File: config.mk
export PLATFORM = sky130hd
export DESIGN_NAME = cesg_top
export DESIGN_NICKNAME = d
export VERILOG_FILES = /design/src/hdl/cesg_pkg.sv /design/src/hdl/cesg_top.sv /design/src/hdl/cesg_gate_seq.sv
export SDC_FILE = /design/constraint.sdc
export NUM_CORES = 1
export LEC_CHECK = 0
export BUFFER_PORTS_ARGS = -buffer_cell sky130_fd_sc_hd__buf_2
export CAP_MARGIN = 20
export CORE_ASPECT_RATIO = 0.5
export CORE_MARGIN = 3
export CORE_UTILIZATION = 45
export CTS_CLUSTER_DIAMETER = 30
export DETAILED_ROUTE_END_ITERATION = 10
export SLEW_MARGIN = 20
export SYNTH_ARGS = -nofsm -noshare
export SYNTH_HDL_FRONTEND = slang
export SYNTH_SLANG_ARGS = --single-unit
File: constraint.sdc
create_clock -name core_clk_i -period 4.4 [get_ports core_clk_i]
set_clock_uncertainty 0.2 [all_clocks]
set_input_delay 0.88 -clock core_clk_i [delete_from_list [all_inputs] [get_ports core_clk_i]]
set_output_delay 0.88 -clock core_clk_i [all_outputs]
set_load 0.02 [all_outputs]
File: src/hdl/cesg_pkg.sv
`default_nettype none

package cesg_pkg;

  // ---------------------------------------------------------------
  // Clock and timing
  // ---------------------------------------------------------------
  localparam int CLK_MHZ         = 10;
  localparam int CLK_KHZ         = CLK_MHZ * 1000;
  localparam int PWM_KHZ         = 300;
  localparam int PWM_PERIOD_CYC  = CLK_KHZ / PWM_KHZ;
  localparam int DEAD_NS         = 30;
  localparam int DEAD_CYC_RAW    = (DEAD_NS * CLK_MHZ + 999) / 1000;
  localparam int DEAD_CYC        = (DEAD_CYC_RAW < 1) ? 1 : DEAD_CYC_RAW;
  localparam int PULSE_NS        = 80;
  localparam int PULSE_CYC_RAW   = (PULSE_NS * CLK_MHZ + 500) / 1000;
  localparam int PULSE_CYC       = (PULSE_CYC_RAW < 1) ? 1 : PULSE_CYC_RAW;
  localparam int SS_STEP_US      = 1700;
  localparam int SS_STEP_CYC     = SS_STEP_US * CLK_MHZ;
  localparam int DET_DELAY_MS    = 1200;
  localparam int DET_DELAY_CYC   = DET_DELAY_MS * 1000 * CLK_MHZ;
  localparam int SS_STEPS        = 8;
  localparam int BST_LOW_MAX     = 3;
  localparam int REFRESH_CYC     = 2 * DEAD_CYC + PULSE_CYC + 1;

  // ---------------------------------------------------------------
  // Thermal thresholds in degrees C
  // ---------------------------------------------------------------
  localparam logic [7:0] THERM_RISE_C = 8'h9b;
  localparam logic [7:0] THERM_HYST_C = 8'h14;
  localparam logic [7:0] THERM_FALL_C = THERM_RISE_C - THERM_HYST_C;

  // ---------------------------------------------------------------
  // Reset values
  // ---------------------------------------------------------------
  localparam logic [3:0] SS_STEP_RST = 4'h0;

  // ---------------------------------------------------------------
  // Qualifying conditions from the analog front end
  // ---------------------------------------------------------------
  typedef struct packed {
    logic supply_ok;
    logic adapter_detect_input;
    logic adapter_headroom_ok;
    logic adapter_ovp;
    logic adapter_ocp;
    logic regulator_ok;
    logic reference_ok;
  } cesg_cond_t;

  // ---------------------------------------------------------------
  // Gate sequencer states
  // ---------------------------------------------------------------
  typedef enum logic [2:0] {
    GS_OFF,
    GS_HS,
    GS_BBM,
    GS_LS,
    GS_PULSE
  } cesg_gate_st_t;

endpackage : cesg_pkg

`default_nettype wire

File: src/hdl/cesg_top.sv
`timescale 1ns/1ps
`default_nettype none

module cesg_top
  import cesg_pkg::*;
#(
  parameter int DET_DELAY = DET_DELAY_CYC,
  parameter int SS_STEP   = SS_STEP_CYC,
  parameter int PROG_W    = 8
)(
  // Clock and reset
  input  wire logic              core_clk_i,
  input  wire logic              rstn_i,
  // Host enable and conditions
  input  wire logic              charge_enable_low_input_i,
  input  wire cesg_cond_t        cond_i,
  input  wire logic [7:0]        die_temp_c_i,
  // Regulation inputs
  input  wire logic [PROG_W-1:0] prog_current_i,
  input  wire logic [5:0]        error_amp_output_i,
  input  wire logic              above_sync_threshold_i,
  input  wire logic              bootstrap_low_i,
  // Status
  output logic                   charging_o,
  output logic                   thermal_shutdown_o,
  output logic                   sync_mode_o,
  output logic [PROG_W-1:0]      iref_o,
  // Gate drives
  output logic                   hs_drive_o,
  output logic                   low_side_drive_o
);

  // ---------------------------------------------------------------
  // Thermal flag with hysteresis
  // ---------------------------------------------------------------
  logic therm_reg;
  logic therm_next;

  wire logic temp_hot  = (die_temp_c_i >= THERM_RISE_C);
  wire logic temp_cool = (die_temp_c_i <= THERM_FALL_C);

  assign therm_next = temp_hot ? 1'b1
                    : (temp_cool ? 1'b0 : therm_reg);

  // ---------------------------------------------------------------
  // Post-detect delay
  // ---------------------------------------------------------------
  logic [23:0] det_cnt_reg;
  logic [23:0] det_cnt_next;
  logic        det_done;

  // Detect input is the 2.4 V comparator level
  wire logic adapter_det = cond_i.adapter_detect_input;

  assign det_done     = (det_cnt_reg >= 24'(DET_DELAY));
  assign det_cnt_next = !adapter_det ? 24'h000000
                      : (det_done ? det_cnt_reg
                                  : det_cnt_reg + 24'h000001);

  // ---------------------------------------------------------------
  // Charge enable qualification
  // ---------------------------------------------------------------
  logic chg_reg;
  logic chg_next;

  wire logic stop_cond = charge_enable_low_input_i
                       | !cond_i.supply_ok
                       | !adapter_det
                       | !cond_i.adapter_headroom_ok
                       | cond_i.adapter_ovp
                       | cond_i.adapter_ocp
                       | therm_reg;

  wire logic start_cond = !stop_cond
                        & det_done
                        & cond_i.regulator_ok
                        & cond_i.reference_ok;

  assign chg_next = chg_reg ? !stop_cond : start_cond;

  // ---------------------------------------------------------------
  // Soft-start of the current reference
  // ---------------------------------------------------------------
  logic [3:0]          step_reg;
  logic [3:0]          step_next;
  logic [23:0]         ss_tmr_reg;
  logic [23:0]         ss_tmr_next;
  logic [PROG_W-1:0]   iref_reg;
  logic [PROG_W-1:0]   iref_next;
  logic [PROG_W+3:0]   iref_prod;

  wire logic ss_full = (step_reg == 4'(SS_STEPS));
  wire logic ss_tick = (ss_tmr_reg >= 24'(SS_STEP - 1));

  always_comb begin
    step_next   = step_reg;
    ss_tmr_next = ss_tmr_reg;
    if (!chg_next) begin
      step_next   = SS_STEP_RST;
      ss_tmr_next = 24'h000000;
    end else if (step_reg == SS_STEP_RST) begin
      step_next   = 4'h1;
      ss_tmr_next = 24'h000000;
    end else if (!ss_full) begin
      if (ss_tick) begin
        step_next   = step_reg + 4'h1;
        ss_tmr_next = 24'h000000;
      end else begin
        ss_tmr_next = ss_tmr_reg + 24'h000001;
      end
    end
  end

  assign iref_prod = prog_current_i * step_reg;
  assign iref_next = iref_prod[PROG_W+2:3];

  // ---------------------------------------------------------------
  // Fixed-frequency ramp
  // ---------------------------------------------------------------
  logic [5:0] ramp_reg;
  logic [5:0] ramp_next;

  wire logic cyc_start = (ramp_reg == 6'h00);

  assign ramp_next = (ramp_reg == 6'(PWM_PERIOD_CYC - 1)) ? 6'h00
                   : ramp_reg + 6'h01;

  // Duty request: above ramp turns high side on
  wire logic duty_req = (error_amp_output_i > ramp_reg);

  // ---------------------------------------------------------------
  // Bootstrap watchdog and refresh
  // ---------------------------------------------------------------
  logic [2:0] bst_cnt_reg;
  logic [2:0] bst_cnt_next;
  logic [5:0] ref_tmr_reg;
  logic [5:0] ref_tmr_next;
  logic       hs_on;

  wire logic refreshing = (ref_tmr_reg != 6'h00);
  wire logic bst_trip   = cyc_start && bootstrap_low_i
                        && (bst_cnt_reg >= 3'(BST_LOW_MAX)) && hs_on;

  always_comb begin
    bst_cnt_next = bst_cnt_reg;
    if (!bootstrap_low_i)
      bst_cnt_next = 3'h0;
    else if (bst_trip)
      bst_cnt_next = 3'h0;
    else if (cyc_start && bst_cnt_reg != 3'h7)
      bst_cnt_next = bst_cnt_reg + 3'h1;
  end

  assign ref_tmr_next = bst_trip ? 6'(REFRESH_CYC)
                      : (refreshing ? ref_tmr_reg - 6'h01 : 6'h00);

  // High side never starts while bootstrap is low
  wire logic hs_block = bootstrap_low_i && !hs_on;
  wire logic hs_req   = duty_req && !refreshing && !hs_block && !bst_trip;
  wire logic pulse_rq = cyc_start && bootstrap_low_i && !hs_on;

  // ---------------------------------------------------------------
  // Mode select
  // ---------------------------------------------------------------
  logic sync_reg;
  logic sync_next;

  assign sync_next = above_sync_threshold_i;
  wire logic sync_eff = sync_reg && !refreshing && !bootstrap_low_i;

  // ---------------------------------------------------------------
  // Registers
  // ---------------------------------------------------------------
  always_ff @(posedge core_clk_i) begin
    if (!rstn_i) begin
      therm_reg   <= 1'b0;
      det_cnt_reg <= 24'h000000;
      chg_reg     <= 1'b0;
      step_reg    <= SS_STEP_RST;
      ss_tmr_reg  <= 24'h000000;
      iref_reg    <= '0;
      ramp_reg    <= 6'h00;
      bst_cnt_reg <= 3'h0;
      ref_tmr_reg <= 6'h00;
      sync_reg    <= 1'b0;
    end else begin
      therm_reg   <= therm_next;
      det_cnt_reg <= det_cnt_next;
      chg_reg     <= chg_next;
      step_reg    <= step_next;
      ss_tmr_reg  <= ss_tmr_next;
      iref_reg    <= iref_next;
      ramp_reg    <= ramp_next;
      bst_cnt_reg <= bst_cnt_next;
      ref_tmr_reg <= ref_tmr_next;
      sync_reg    <= sync_next;
    end
  end

  // ---------------------------------------------------------------
  // Gate sequencer
  // ---------------------------------------------------------------
  cesg_gate_seq u_gate (
    .core_clk_i       (core_clk_i),
    .rstn_i           (rstn_i),
    .run_i            (chg_reg),
    .hs_req_i         (hs_req),
    .sync_i           (sync_eff),
    .pulse_req_i      (pulse_rq),
    .hs_drive_o       (hs_on),
    .low_side_drive_o (low_side_drive_o)
  );

  // ---------------------------------------------------------------
  // Outputs
  // ---------------------------------------------------------------
  assign hs_drive_o         = hs_on;
  assign charging_o         = chg_reg;
  assign thermal_shutdown_o = therm_reg;
  assign sync_mode_o        = sync_reg;
  assign iref_o             = iref_reg;

endmodule : cesg_top

`default_nettype wire

File: src/hdl/cesg_gate_seq.sv
`timescale 1ns/1ps
`default_nettype none

module cesg_gate_seq
  import cesg_pkg::*;
(
  // Clock and reset
  input  wire logic core_clk_i,
  input  wire logic rstn_i,
  // Requests
  input  wire logic run_i,
  input  wire logic hs_req_i,
  input  wire logic sync_i,
  input  wire logic pulse_req_i,
  // Drives
  output logic      hs_drive_o,
  output logic      low_side_drive_o
);

  // ---------------------------------------------------------------
  // State and timer
  // ---------------------------------------------------------------
  cesg_gate_st_t st_reg;
  cesg_gate_st_t st_next;
  logic [7:0]    tmr_reg;
  logic [7:0]    tmr_next;
  logic          hs_reg;
  logic          ls_reg;

  wire logic dead_done  = (tmr_reg >= 8'(DEAD_CYC - 1));
  wire logic pulse_done = (tmr_reg >= 8'(PULSE_CYC - 1));

  // ---------------------------------------------------------------
  // Break-before-make sequencing
  // ---------------------------------------------------------------
  always_comb begin
    st_next = st_reg;
    case (st_reg)
      GS_OFF: begin
        if (run_i && hs_req_i && dead_done)
          st_next = GS_HS;
        else if (run_i && pulse_req_i && dead_done)
          st_next = GS_PULSE;
      end
      GS_HS: begin
        if (!run_i || !hs_req_i)
          st_next = GS_BBM;
      end
      GS_BBM: begin
        if (dead_done) begin
          if (!run_i)
            st_next = GS_OFF;
          else if (sync_i)
            st_next = GS_LS;
          else
            st_next = GS_PULSE;
        end
      end
      GS_LS: begin
        if (!run_i || hs_req_i || !sync_i)
          st_next = GS_OFF;
      end
      GS_PULSE: begin
        if (pulse_done || !run_i)
          st_next = GS_OFF;
      end
      default: st_next = GS_OFF;
    endcase
  end

  assign tmr_next = (st_next != st_reg) ? 8'h00
                  : ((tmr_reg == 8'hff) ? tmr_reg : tmr_reg + 8'h01);

  always_ff @(posedge core_clk_i) begin
    if (!rstn_i) begin
      st_reg  <= GS_OFF;
      tmr_reg <= 8'(DEAD_CYC);
      hs_reg  <= 1'b0;
      ls_reg  <= 1'b0;
    end else begin
      st_reg  <= st_next;
      tmr_reg <= tmr_next;
      hs_reg  <= (st_next == GS_HS);
      ls_reg  <= (st_next == GS_LS) || (st_next == GS_PULSE);
    end
  end

  assign hs_drive_o       = hs_reg;
  assign low_side_drive_o = ls_reg;

endmodule : cesg_gate_seq

`default_nettype wire

==> results of run 1 <==
-- power by group through the flow --
stage | registers [mW] | clock network (mW) | logic (mW)
global route | 0.816 | 0.908 | 0.250
floorplan | 0.824 | 0 | 0.160
CTS | 0.812 | 0.870 | 0.214
detailed placement | 0.828 | 0 | 0.211
finish | 0.811 | 0.851 | 0.212
global placement | 0.828 | 0 | 0.207
-- kinds of logic after synthesis --
logic type / count (synthesis) / synth area share (%)
adder cells (fa/ha/maj): 42 / 12.9
AND/OR/NAND/NOR: 249 / 26.3
AO/OA/AOI/OAI: 100 / 14.9
multiplexers: 3 / 0.627
buffers and inverters: 57 / 4.58
XOR/XNOR: 33 / 6.04
flip-flops: 83 / 34.7
-- per-layer routing --
metal | up-vias | part of all wire, % | GRT usage (%)
met5 | - | 0 | 0
met4 | 0 | 1.2 | 5.29
met3 | 10 | 4.7 | 4.25
met2 | 68 | 45 | 28.7
met1 | 1870 | 49 | 23.7
li1 | 2079 | - | -
-- worst register-to-register path, cell delays in order, from the launching register on --
cell and delay [ns]:
dfxtp_1 0.59, nand2_1 0.15, fa_1 0.51, fa_1 0.54, inv_1 0.06, fa_1 0.45, a21oi_1 0.20, o21ai_0 0.13
a2111oi_0 0.47, o21ai_0 0.15, and3_1 0.19
-- worst max path at each step --
| stage | from | endpoint | slack (ns) | cells after the start |
|---|---|---|---|---|
| CTS | prog_current_i[1] | iref_o[7] | 0.65 | 11 |
| finish | prog_current_i[1] | iref_o[7] | 0.64 | 11 |
| detailed placement | prog_current_i[1] | iref_o[7] | 0.29 | 11 |
| global placement | prog_current_i[0] | iref_o[7] | 0.40 | 11 |
| floorplan | prog_current_i[0] | iref_o[7] | 0.62 | 10 |
| global route | step_reg[2] | iref_o[7] | 0.24 | 10 |
-- cell usage in the layout, fill, tap and decap left out, drive strengths merged, types with 12 or more instances in the layout --
cell type / count
fa: 12
ha: 30
a31oi: 14
nand2: 57
inv: 41
nor2: 69
a21oi: 26
nor3: 16
xnor2: 27
and2: 24
dfxtp: 83
nand3: 26
buf: 51
-- final cells by class --
| type | instances | area (sq um) |
|---|---|---|
| multi-input combinational | 427 | 2910 |
| fill | 944 | 4400 |
| clock buffer | 11 | 233 |
| inverter | 40 | 150 |
| tap | 135 | 169 |
| clock inverter | 4 | 98.8 |
| timing repair buffer | 51 | 268 |
| sequential | 83 | 1660 |
-- cell usage after synthesis (2+ instances only) --
master	n	area share, %
a211oi_1	5	0.78
a21boi_0	5	0.78
a21o_1	2	0.31
a21oi_1	25	2.6
a31o_2	3	0.55
a31oi_1	14	1.8
a41o_1	10	2.1
a41oi_1	3	0.55
and2_1	23	3.0
and3_1	9	1.2
and4_1	6	1.1
buf_2	4	0.42
clkbuf_1	13	1.0
dfxtp_1	83	35
fa_1	12	5.0
ha_1	30	7.8
inv_1	40	3.1
mux2i_1	3	0.63
nand2_1	57	4.5
nand2b_1	6	0.78
nand3_1	26	2.7
nand3b_1	2	0.31
nand4_1	8	1.0
nor2_1	69	5.4
nor2b_1	4	0.52
nor3_1	13	1.4
nor3_2	3	0.63
nor4_1	3	0.39
nor4b_1	3	0.55
o211ai_1	4	0.63
o21a_1	2	0.31
o21ai_0	7	0.73
o21ba_2	2	0.42
o311ai_0	2	0.37
o31ai_1	3	0.47
or3_1	4	0.52
or4_1	5	0.78
xnor2_1	27	4.9
xor2_1	6	1.1
-- metrics by stage --
stage | setup WS (ns) | hold WS (ns) | util, % | cells
6_report | 0.644 | 0.252 | 55.5 | 751
2_1_floorplan | 0.619 | 0.213 | - | 567
4_1_cts | 0.649 | 0.250 | 55.5 | 751
3_3_place_gp | 0.399 | 0.229 | 52.1 | 736
3_5_place_dp | 0.291 | 0.241 | 52.1 | 736
5_1_grt | 0.243 | 0.271 | 55.5 | 751
==> out/results.ini, run 1 <==
[run_status]
outcome=finished clean

[cts]
cts.reportedPaths.clkPinSlew_ns=0.06
cts.sinks=83
hold_buffers=0
worstSkewPairLatency_ns=0.34
post-cts-setup-buffers=0
cts_max_level=3
cts_resized=0
cts_tree=yes
numCtsBuffers=9
clock_tree.buffer_depth=2
cts-root-buf=clkbuf_16

[sta]
worst_pin_slew_ns=1.02
hold_violations=0
rsz0062_at_grt=no
min_period_over_period_pct=85.4
max_freq_mhz=266
period_needed_ns=3.76
finalSetupViolCount=0
timing.final.max_slew_violations=0
relSlewSlack_pct=31.9
setup-tns-final_ns=0

[final_layout]
drive_gt1_share_pct=13.0
fin_nets=688
synthToLayoutAreaGrowth_pct=14.6
diodes=0
final_cell_area_sq_um=5490

[worst_setup_path]
reg2reg_slack_ns=0.65
crit_family=adder cells
reg2reg_depth=10
max_stage_delay_ns=0.54
arrival_ns=3.78
start_kind=input port
r2r-start=step_reg[2]
cp_data_required_time_ns=4.43
r2r-end=iref_o[7]
worstSetupPathType=input port to register
cp_max_fo=4
critPathBufInv=2
slowest_stage=fa_1
crit_chain=buf_2, nand2_1, fa_1, fa_1, inv_1, fa_1, a21oi_1, o21ai_0, a2111oi_0, o21ai_0, and3_1
crit_path_end_kind=register
crit_top_cell=fa_1

[route]
wirelength_um=10100
ant_nets=0
drtPass1Iterations=4
drc=0
vias=4027
viasPerCell=5.36
wl_per_cell_um=13.5
drt_iter0_drc=228

[worst_hold_path]
holdCritPathClass=register to register
hold_depth=1
holdPathEnd=ref_tmr_reg[0]
min_from=ref_tmr_reg[0]

[power]
clkPwrFrac_pct=45.4
total_power_mw=1.88
power_density_nw_per_um2=342
peakVddDrop_mv=0.181
switching_share_pct=23.6
p_leak_nw=2.31
power_switching_uw=442
seqPwrFrac_pct=43.3
pwr-share-comb_pct=11.3
internal_power_mw=1.43

[logic_synthesis]
ys_async_sr_fraction_pct=0
synth-edff-count=0
yosys_warnings=0
syn_nets=643
synthFlopType=dfxtp_1
synth_area_sq_um=4790
synthCells=567
avgSynthCellArea_sq_um=8.44
synth_seq_cells=83
ys_types=60
yosysSeqAreaShare_pct=34.7

[placement]
routabilityCongestion=0.818
placed_cell_area_sq_um=5150
dp_hpwl_um=7290
portBuffers=46

[floorplan]
die-area_sq_um=12000
io_pins=47
die_x_um=152
placementRows=25
die_h_um=78.9
core-area_sq_um=9880
start_util_pct=48.4

[grt]
grt_pass1_wl_um=17600
grt_antenna_before_repair=0
grt_max_degree=24
grt_pass1_vias=3737
grt_use_total_pct=17.7
grt_overflow_total=0

[run]
drv_cap=0

(Power assumes the default switching activity.)
==> inputs of run 2 (changes only) <==
--- a/config.mk
+++ b/config.mk
@@ -9,9 +9,10 @@
 export CAP_MARGIN = 20
 export CORE_ASPECT_RATIO = 0.5
 export CORE_MARGIN = 3
-export CORE_UTILIZATION = 45
+export CORE_UTILIZATION = 55
 export CTS_CLUSTER_DIAMETER = 30
 export DETAILED_ROUTE_END_ITERATION = 10
+export PLACE_DENSITY = 0.75
 export SLEW_MARGIN = 20
 export SYNTH_ARGS = -nofsm -noshare
 export SYNTH_HDL_FRONTEND = slang
==> out/results.ini, run 2 (synthesized netlist as in run 1, its figures left out) <==
[grt]
use_met2_pct=32.1  ; was 28.7%
grt_busiest_layer=met2  ; unchanged
grt_max_degree=24  ; unchanged
grt_antenna_before_repair=0  ; unchanged
grt_overflow_total=0  ; unchanged
grt_use_total_pct=19.8  ; was 17.7%
use_met3_pct=5.19  ; was 4.25%
grt_pass1_wl_um=15900  ; was 17600 um
grt_pass1_vias=3588  ; was 3737
grt_use_met1_pct=26.6  ; was 23.7%

[final_layout]
final_common_cell=dfxtp_1  ; unchanged
diodes=0  ; unchanged
fin_util_pct=65.8  ; was 55.5%
drive_gt1_share_pct=13.5  ; was 13.0%
synthToLayoutAreaGrowth_pct=13.1  ; was 14.6%
final_cell_mix=dfxtp_1 (83), nor2_1 (69), nand2_1 (57), buf_2 (46), inv_1 (40)  ; unchanged
fin_nets=688  ; unchanged

[cts]
post-cts-setup-buffers=0  ; unchanged
cts.reportedPaths.clkPinSlew_ns=0.06  ; about the same
cts_tree=yes  ; unchanged
cts_resized=0  ; unchanged
cts-root-buf=clkbuf_16  ; unchanged
cts.sinks=83  ; unchanged
hold_buffers=0  ; unchanged
clock_tree.buffer_depth=2  ; unchanged
cts_max_level=3  ; unchanged
worstSkewPairLatency_ns=0.34  ; about the same
numCtsBuffers=9  ; unchanged

[sta]
relSlewSlack_pct=32.3  ; was 31.9%
rsz0062_at_grt=no  ; unchanged
timing.final.max_slew_violations=0  ; unchanged
period_needed_ns=3.84  ; was 3.76 ns
hold_violations=0  ; unchanged
min_period_over_period_pct=87.3  ; was 85.4%
worst_pin_slew_ns=1.01  ; was 1.02 ns
finalSetupViolCount=0  ; unchanged
setup-tns-final_ns=0  ; unchanged
max_freq_mhz=260  ; was 266 MHz

[worst_setup_path]
crit_path_end_kind=register  ; unchanged
worstSetupPathType=register to register  ; was input port to register
crit_top_cell=fa_1  ; unchanged
cp_max_fo=13  ; was 4
cp_data_required_time_ns=4.43  ; about the same
reg2reg_depth=10  ; unchanged
max_stage_delay_ns=0.61  ; was 0.54 ns
slowest_stage=dfxtp_1  ; was fa_1
start_kind=register  ; was input port
crit_chain=nand2_1, fa_1, fa_1, inv_1, fa_1, a21oi_1, o21ai_0, a2111oi_0, o21ai_0, and3_1  ; was buf_2, nand2_1, fa_1, fa_1, inv_1, fa_1, a21oi_1, o21ai_0, a2111oi_0, o21ai_0, and3_1
arrival_ns=3.87  ; was 3.78 ns

[run]
drv_cap=0  ; unchanged

[placement]
routabilityCongestion=0.807  ; was 0.818
dp_hpwl_um=6930  ; was 7290 um
portBuffers=46  ; unchanged

[route]
wirelength_um=9460  ; was 10100 um
viasPerCell=5.53  ; was 5.36
ant_nets=0  ; unchanged
drt_iter0_drc=165  ; was 228
vias=4030  ; was 4027
wl_per_cell_um=13.0  ; was 13.5 um
drtPass1Iterations=4  ; unchanged
drc=0  ; unchanged

[power]
power_density_nw_per_um2=321  ; was 342 nW/um^2
peakVddDrop_mv=0.183  ; was 0.181 mV
p_leak_nw=2.29  ; was 2.31 nW

[floorplan]
placementRows=23  ; was 25
die_h_um=72.0  ; was 78.9 um
io_pins=47  ; unchanged
core-area_sq_um=8230  ; was 9880 sq um
start_util_pct=58.1  ; was 48.4%
die_x_um=138  ; was 152 um
die-area_sq_um=9920  ; was 12000 sq um

[run_status]
outcome=finished clean  ; unchanged

[worst_hold_path]
holdCritPathClass=register to register  ; unchanged
hold_depth=1  ; unchanged

-- run 2: cell count changes in the layout (fill, tap and decap cells not counted) --
cell        before  now
bufinv_16        3    0
clkinvlp_4       0    3
clkbuf_1         2    0
clkbuf_8         0    2
clkinv_2         0    1
-- run 2: final timing paths --
path / startpoint / end / slack [ns]
worst min-delay path: ref_tmr_reg[0] / ref_tmr_reg[0] / 0.25
worst max register to register: step_reg[3] / iref_o[7] / 0.56
worst max-delay path: step_reg[3] / iref_o[7] / 0.56
worst min register to register: ref_tmr_reg[0] / ref_tmr_reg[0] / 0.25
-- run 2: cell type report --
class / count / area, sq um
multi-input cells: 427 / 2910
fillers: 701 / 2820
flip-flops and latches: 83 / 1660
repair buffers: 51 / 268
clock buffers: 11 / 253
inverters: 40 / 150
well taps: 112 / 140
clock inverters: 5 / 36.3
-- run 2: power breakdown --
group	internal, mW	total (mW)	switching (mW)
clock network	0.414	0.716	0.302
logic	0.0939	0.207	0.114
registers	0.785	0.813	0.0280
total	1.29	1.74	0.443
-- run 2: worst max-delay path, delay by kind of cell (launching register included) --
kind,cells,cell delay [ns]
AO/OA/AOI/OAI,4,0.99
adder cells (fa/ha/maj),3,1.51
buffers and inverters,1,0.06
flip-flops,1,0.61
AND/OR/NAND/NOR,2,0.34
-- run 2: per-layer routing --
layer,vias to the layer above,wire [um],part of all wire (%)
met5,-,0,0
met4,0,80,0.85
met3,7,354,3.7
met2,67,4260,45
met1,1884,4770,50
li1,2072,-,-
-- run 2: metrics by stage --
step           instances  hold WS [ns]  power, mW  worst slack [ns]  cell area [sq um]
6_report             729         0.247       1.74             0.559               5410
5_1_grt              729         0.254       1.82             0.304               5410
4_1_cts              729         0.248       1.76             0.613               5410
3_5_place_dp         713         0.233       1.04             0.284               5120
3_3_place_gp         713         0.226       1.03             0.409               5120
2_1_floorplan        567         0.213      0.984             0.619               4790
==> inputs of run 3 (changes only) <==
==> constraint.sdc (replaced) <==
create_clock -name core_clk_i -period 3.6 [get_ports core_clk_i]
set_clock_uncertainty 0.2 [all_clocks]
set_input_delay 0.72 -clock core_clk_i [delete_from_list [all_inputs] [get_ports core_clk_i]]
set_output_delay 0.72 -clock core_clk_i [all_outputs]
set_load 0.02 [all_outputs]
==> out/results.ini, run 3 (synthesized netlist as in run 1, its figures left out) <==
[floorplan]
start_util_pct=58.1  ; unchanged
io_pins=47  ; unchanged
core-area_sq_um=8230  ; unchanged
die_x_um=138  ; unchanged
die-area_sq_um=9920  ; unchanged
die_h_um=72.0  ; unchanged
placementRows=23  ; unchanged

[cts]
cts.reportedPaths.clkPinSlew_ns=0.06  ; about the same
cts.sinks=83  ; unchanged
cts_max_level=3  ; unchanged
worstSkewPairLatency_ns=0.33  ; was 0.34 ns
cts_tree=yes  ; unchanged
clock_tree.buffer_depth=2  ; unchanged
cts-root-buf=clkbuf_16  ; unchanged
post-cts-setup-buffers=0  ; unchanged
numCtsBuffers=9  ; unchanged

[grt]
grt_antenna_before_repair=0  ; unchanged
grt_pass1_vias=3825  ; was 3588
grt_overflow_total=0  ; unchanged
grt_use_total_pct=21.3  ; was 19.8%
grt_max_degree=23  ; was 24
grt_pass1_wl_um=17200  ; was 15900 um

[power]
total_power_mw=2.23  ; was 1.74 mW
p_leak_nw=2.36  ; was 2.29 nW
seqPwrFrac_pct=44.6  ; was 46.8%
power_switching_uw=540  ; was 443 uW
internal_power_mw=1.69  ; was 1.29 mW
peakVddDrop_mv=0.245  ; was 0.183 mV
power_density_nw_per_um2=403  ; was 321 nW/um^2
switching_share_pct=24.2  ; was 25.5%
clkPwrFrac_pct=43.1  ; was 41.2%
pwr-share-comb_pct=12.3  ; was 12.0%

[sta]
hold_violations=0  ; unchanged
finalSetupViolCount=0  ; unchanged
layout_setup_ws_ns=0.203  ; was 0.559 ns
rsz0062_at_grt=no  ; unchanged
relSlewSlack_pct=50.7  ; was 32.3%
worst_pin_slew_ns=0.736  ; was 1.01 ns
timing.final.max_slew_violations=0  ; unchanged
min_period_over_period_pct=94.4
setup-tns-final_ns=0  ; unchanged
period_needed_ns=3.40
max_freq_mhz=294

[worst_setup_path]
r2r-start=step_reg[2]  ; was step_reg[3]
cp_data_required_time_ns=3.63  ; was 4.43 ns
r2r-end=iref_o[7]  ; unchanged
reg2reg_depth=10  ; unchanged
worstSetupPathType=input port to register  ; was register to register
cp_max_fo=2  ; was 13
arrival_ns=3.42  ; was 3.87 ns
crit_path_end_kind=register  ; unchanged
reg2reg_slack_ns=0.29  ; was 0.56 ns
start_kind=input port  ; was register

[worst_hold_path]
holdCritPathClass=register to register  ; unchanged
min_from=ss_tmr_reg[23]  ; was ref_tmr_reg[0]
holdPathEnd=ss_tmr_reg[23]  ; was ref_tmr_reg[0]
hold_depth=2  ; was 1

[final_layout]
synthToLayoutAreaGrowth_pct=15.5  ; was 13.1%
diodes=0  ; unchanged
fin_nets=700  ; was 688
final_cell_mix=dfxtp_1 (83), nor2_1 (69), nand2_1 (57), buf_2 (46), inv_1 (40)  ; unchanged
final_common_cell=dfxtp_1  ; unchanged
drive_gt1_share_pct=14.5  ; was 13.5%

[placement]
portBuffers=46  ; unchanged
dp_hpwl_um=7140  ; was 6930 um
post-place-ws_ns=-0.193  ; was 0.284 ns
routabilityCongestion=0.826  ; was 0.807

[route]
vias=4101  ; was 4030
wirelength_um=9880  ; was 9460 um
drtPass1Iterations=5  ; was 4
drc=0  ; unchanged
wl_per_cell_um=13.3  ; was 13.0 um
viasPerCell=5.53  ; about the same
ant_nets=0  ; unchanged
drt_iter0_drc=185  ; was 165

[run_status]
outcome=finished clean  ; unchanged

[run]
drv_cap=0  ; unchanged

-- run 3: worst max path at each step --
stage | startpoint | cells past startpoint | to | slack, ns
after floorplan | prog_current_i[0] | 10 | iref_o[7] | 0.01
after global placement | prog_current_i[0] | 11 | iref_o[7] | -0.16
after detailed placement | prog_current_i[0] | 11 | iref_o[7] | -0.19
after CTS | prog_current_i[0] | 11 | iref_o[7] | 0.16
after global routing | prog_current_i[0] | 11 | iref_o[7] | 0.02
final | prog_current_i[0] | 11 | iref_o[7] | 0.20
-- run 3: final cells by class --
class,instances,area [sq um]
Inverter,40,150
Fill cell,686,2710
Timing Repair Buffer,63,358
Sequential cell,83,1660
Clock buffer,14,244
Clock inverter,2,60.1
Multi-Input combinational cell,427,2910
Tap cell,112,140
-- run 3: worst max-delay path: stages --
cell and delay (ns):
buf_2 0.09, nand2_1 0.07, fa_1 0.51, fa_1 0.54, inv_1 0.07, fa_1 0.43, a21oi_1 0.19, o21ai_0 0.15
a2111oi_2 0.34, o21ai_0 0.13, and3_1 0.18
-- run 3: per-layer routing --
| layer | track usage [%] | up-vias | share of wire [%] |
|---|---|---|---|
| met5 | 0 | - | 0 |
| met4 | 4.27 | 0 | 0.62 |
| met3 | 4.99 | 8 | 3.4 |
| met2 | 35.4 | 56 | 48 |
| met1 | 28.8 | 1928 | 48 |
| li1 | - | 2109 | - |
-- run 3: repair_timing --
action / 4_1_cts / 5_1_grt
endpoints found under the setup margin: 0 / 1
gates resized for setup: 0 / 1
endpoints found under the hold margin: 0 / 0
hold buffers: 0 / 0
-- run 3: power by group through the flow --
stage / registers (mW) / clock network, mW / logic, mW
2_1_floorplan: 1.01 / 0 / 0.195
3_3_place_gp: 1.01 / 0 / 0.253
3_5_place_dp: 1.01 / 0 / 0.268
4_1_cts: 0.993 / 0.975 / 0.275
5_1_grt: 1.00 / 1.01 / 0.311
6_report: 0.994 / 0.960 / 0.273
-- run 3: metrics by stage --
stage               instances  hold slack, ns  cell area (sq um)  utilization (%)
global route              741           0.297               5530             67.1
finish                    741           0.254               5530             67.1
CTS                       741           0.256               5520             67.1
floorplan                 567           0.213               4790                -
global placement          725           0.227               5220             63.4
detailed placement        725           0.245               5220             63.4
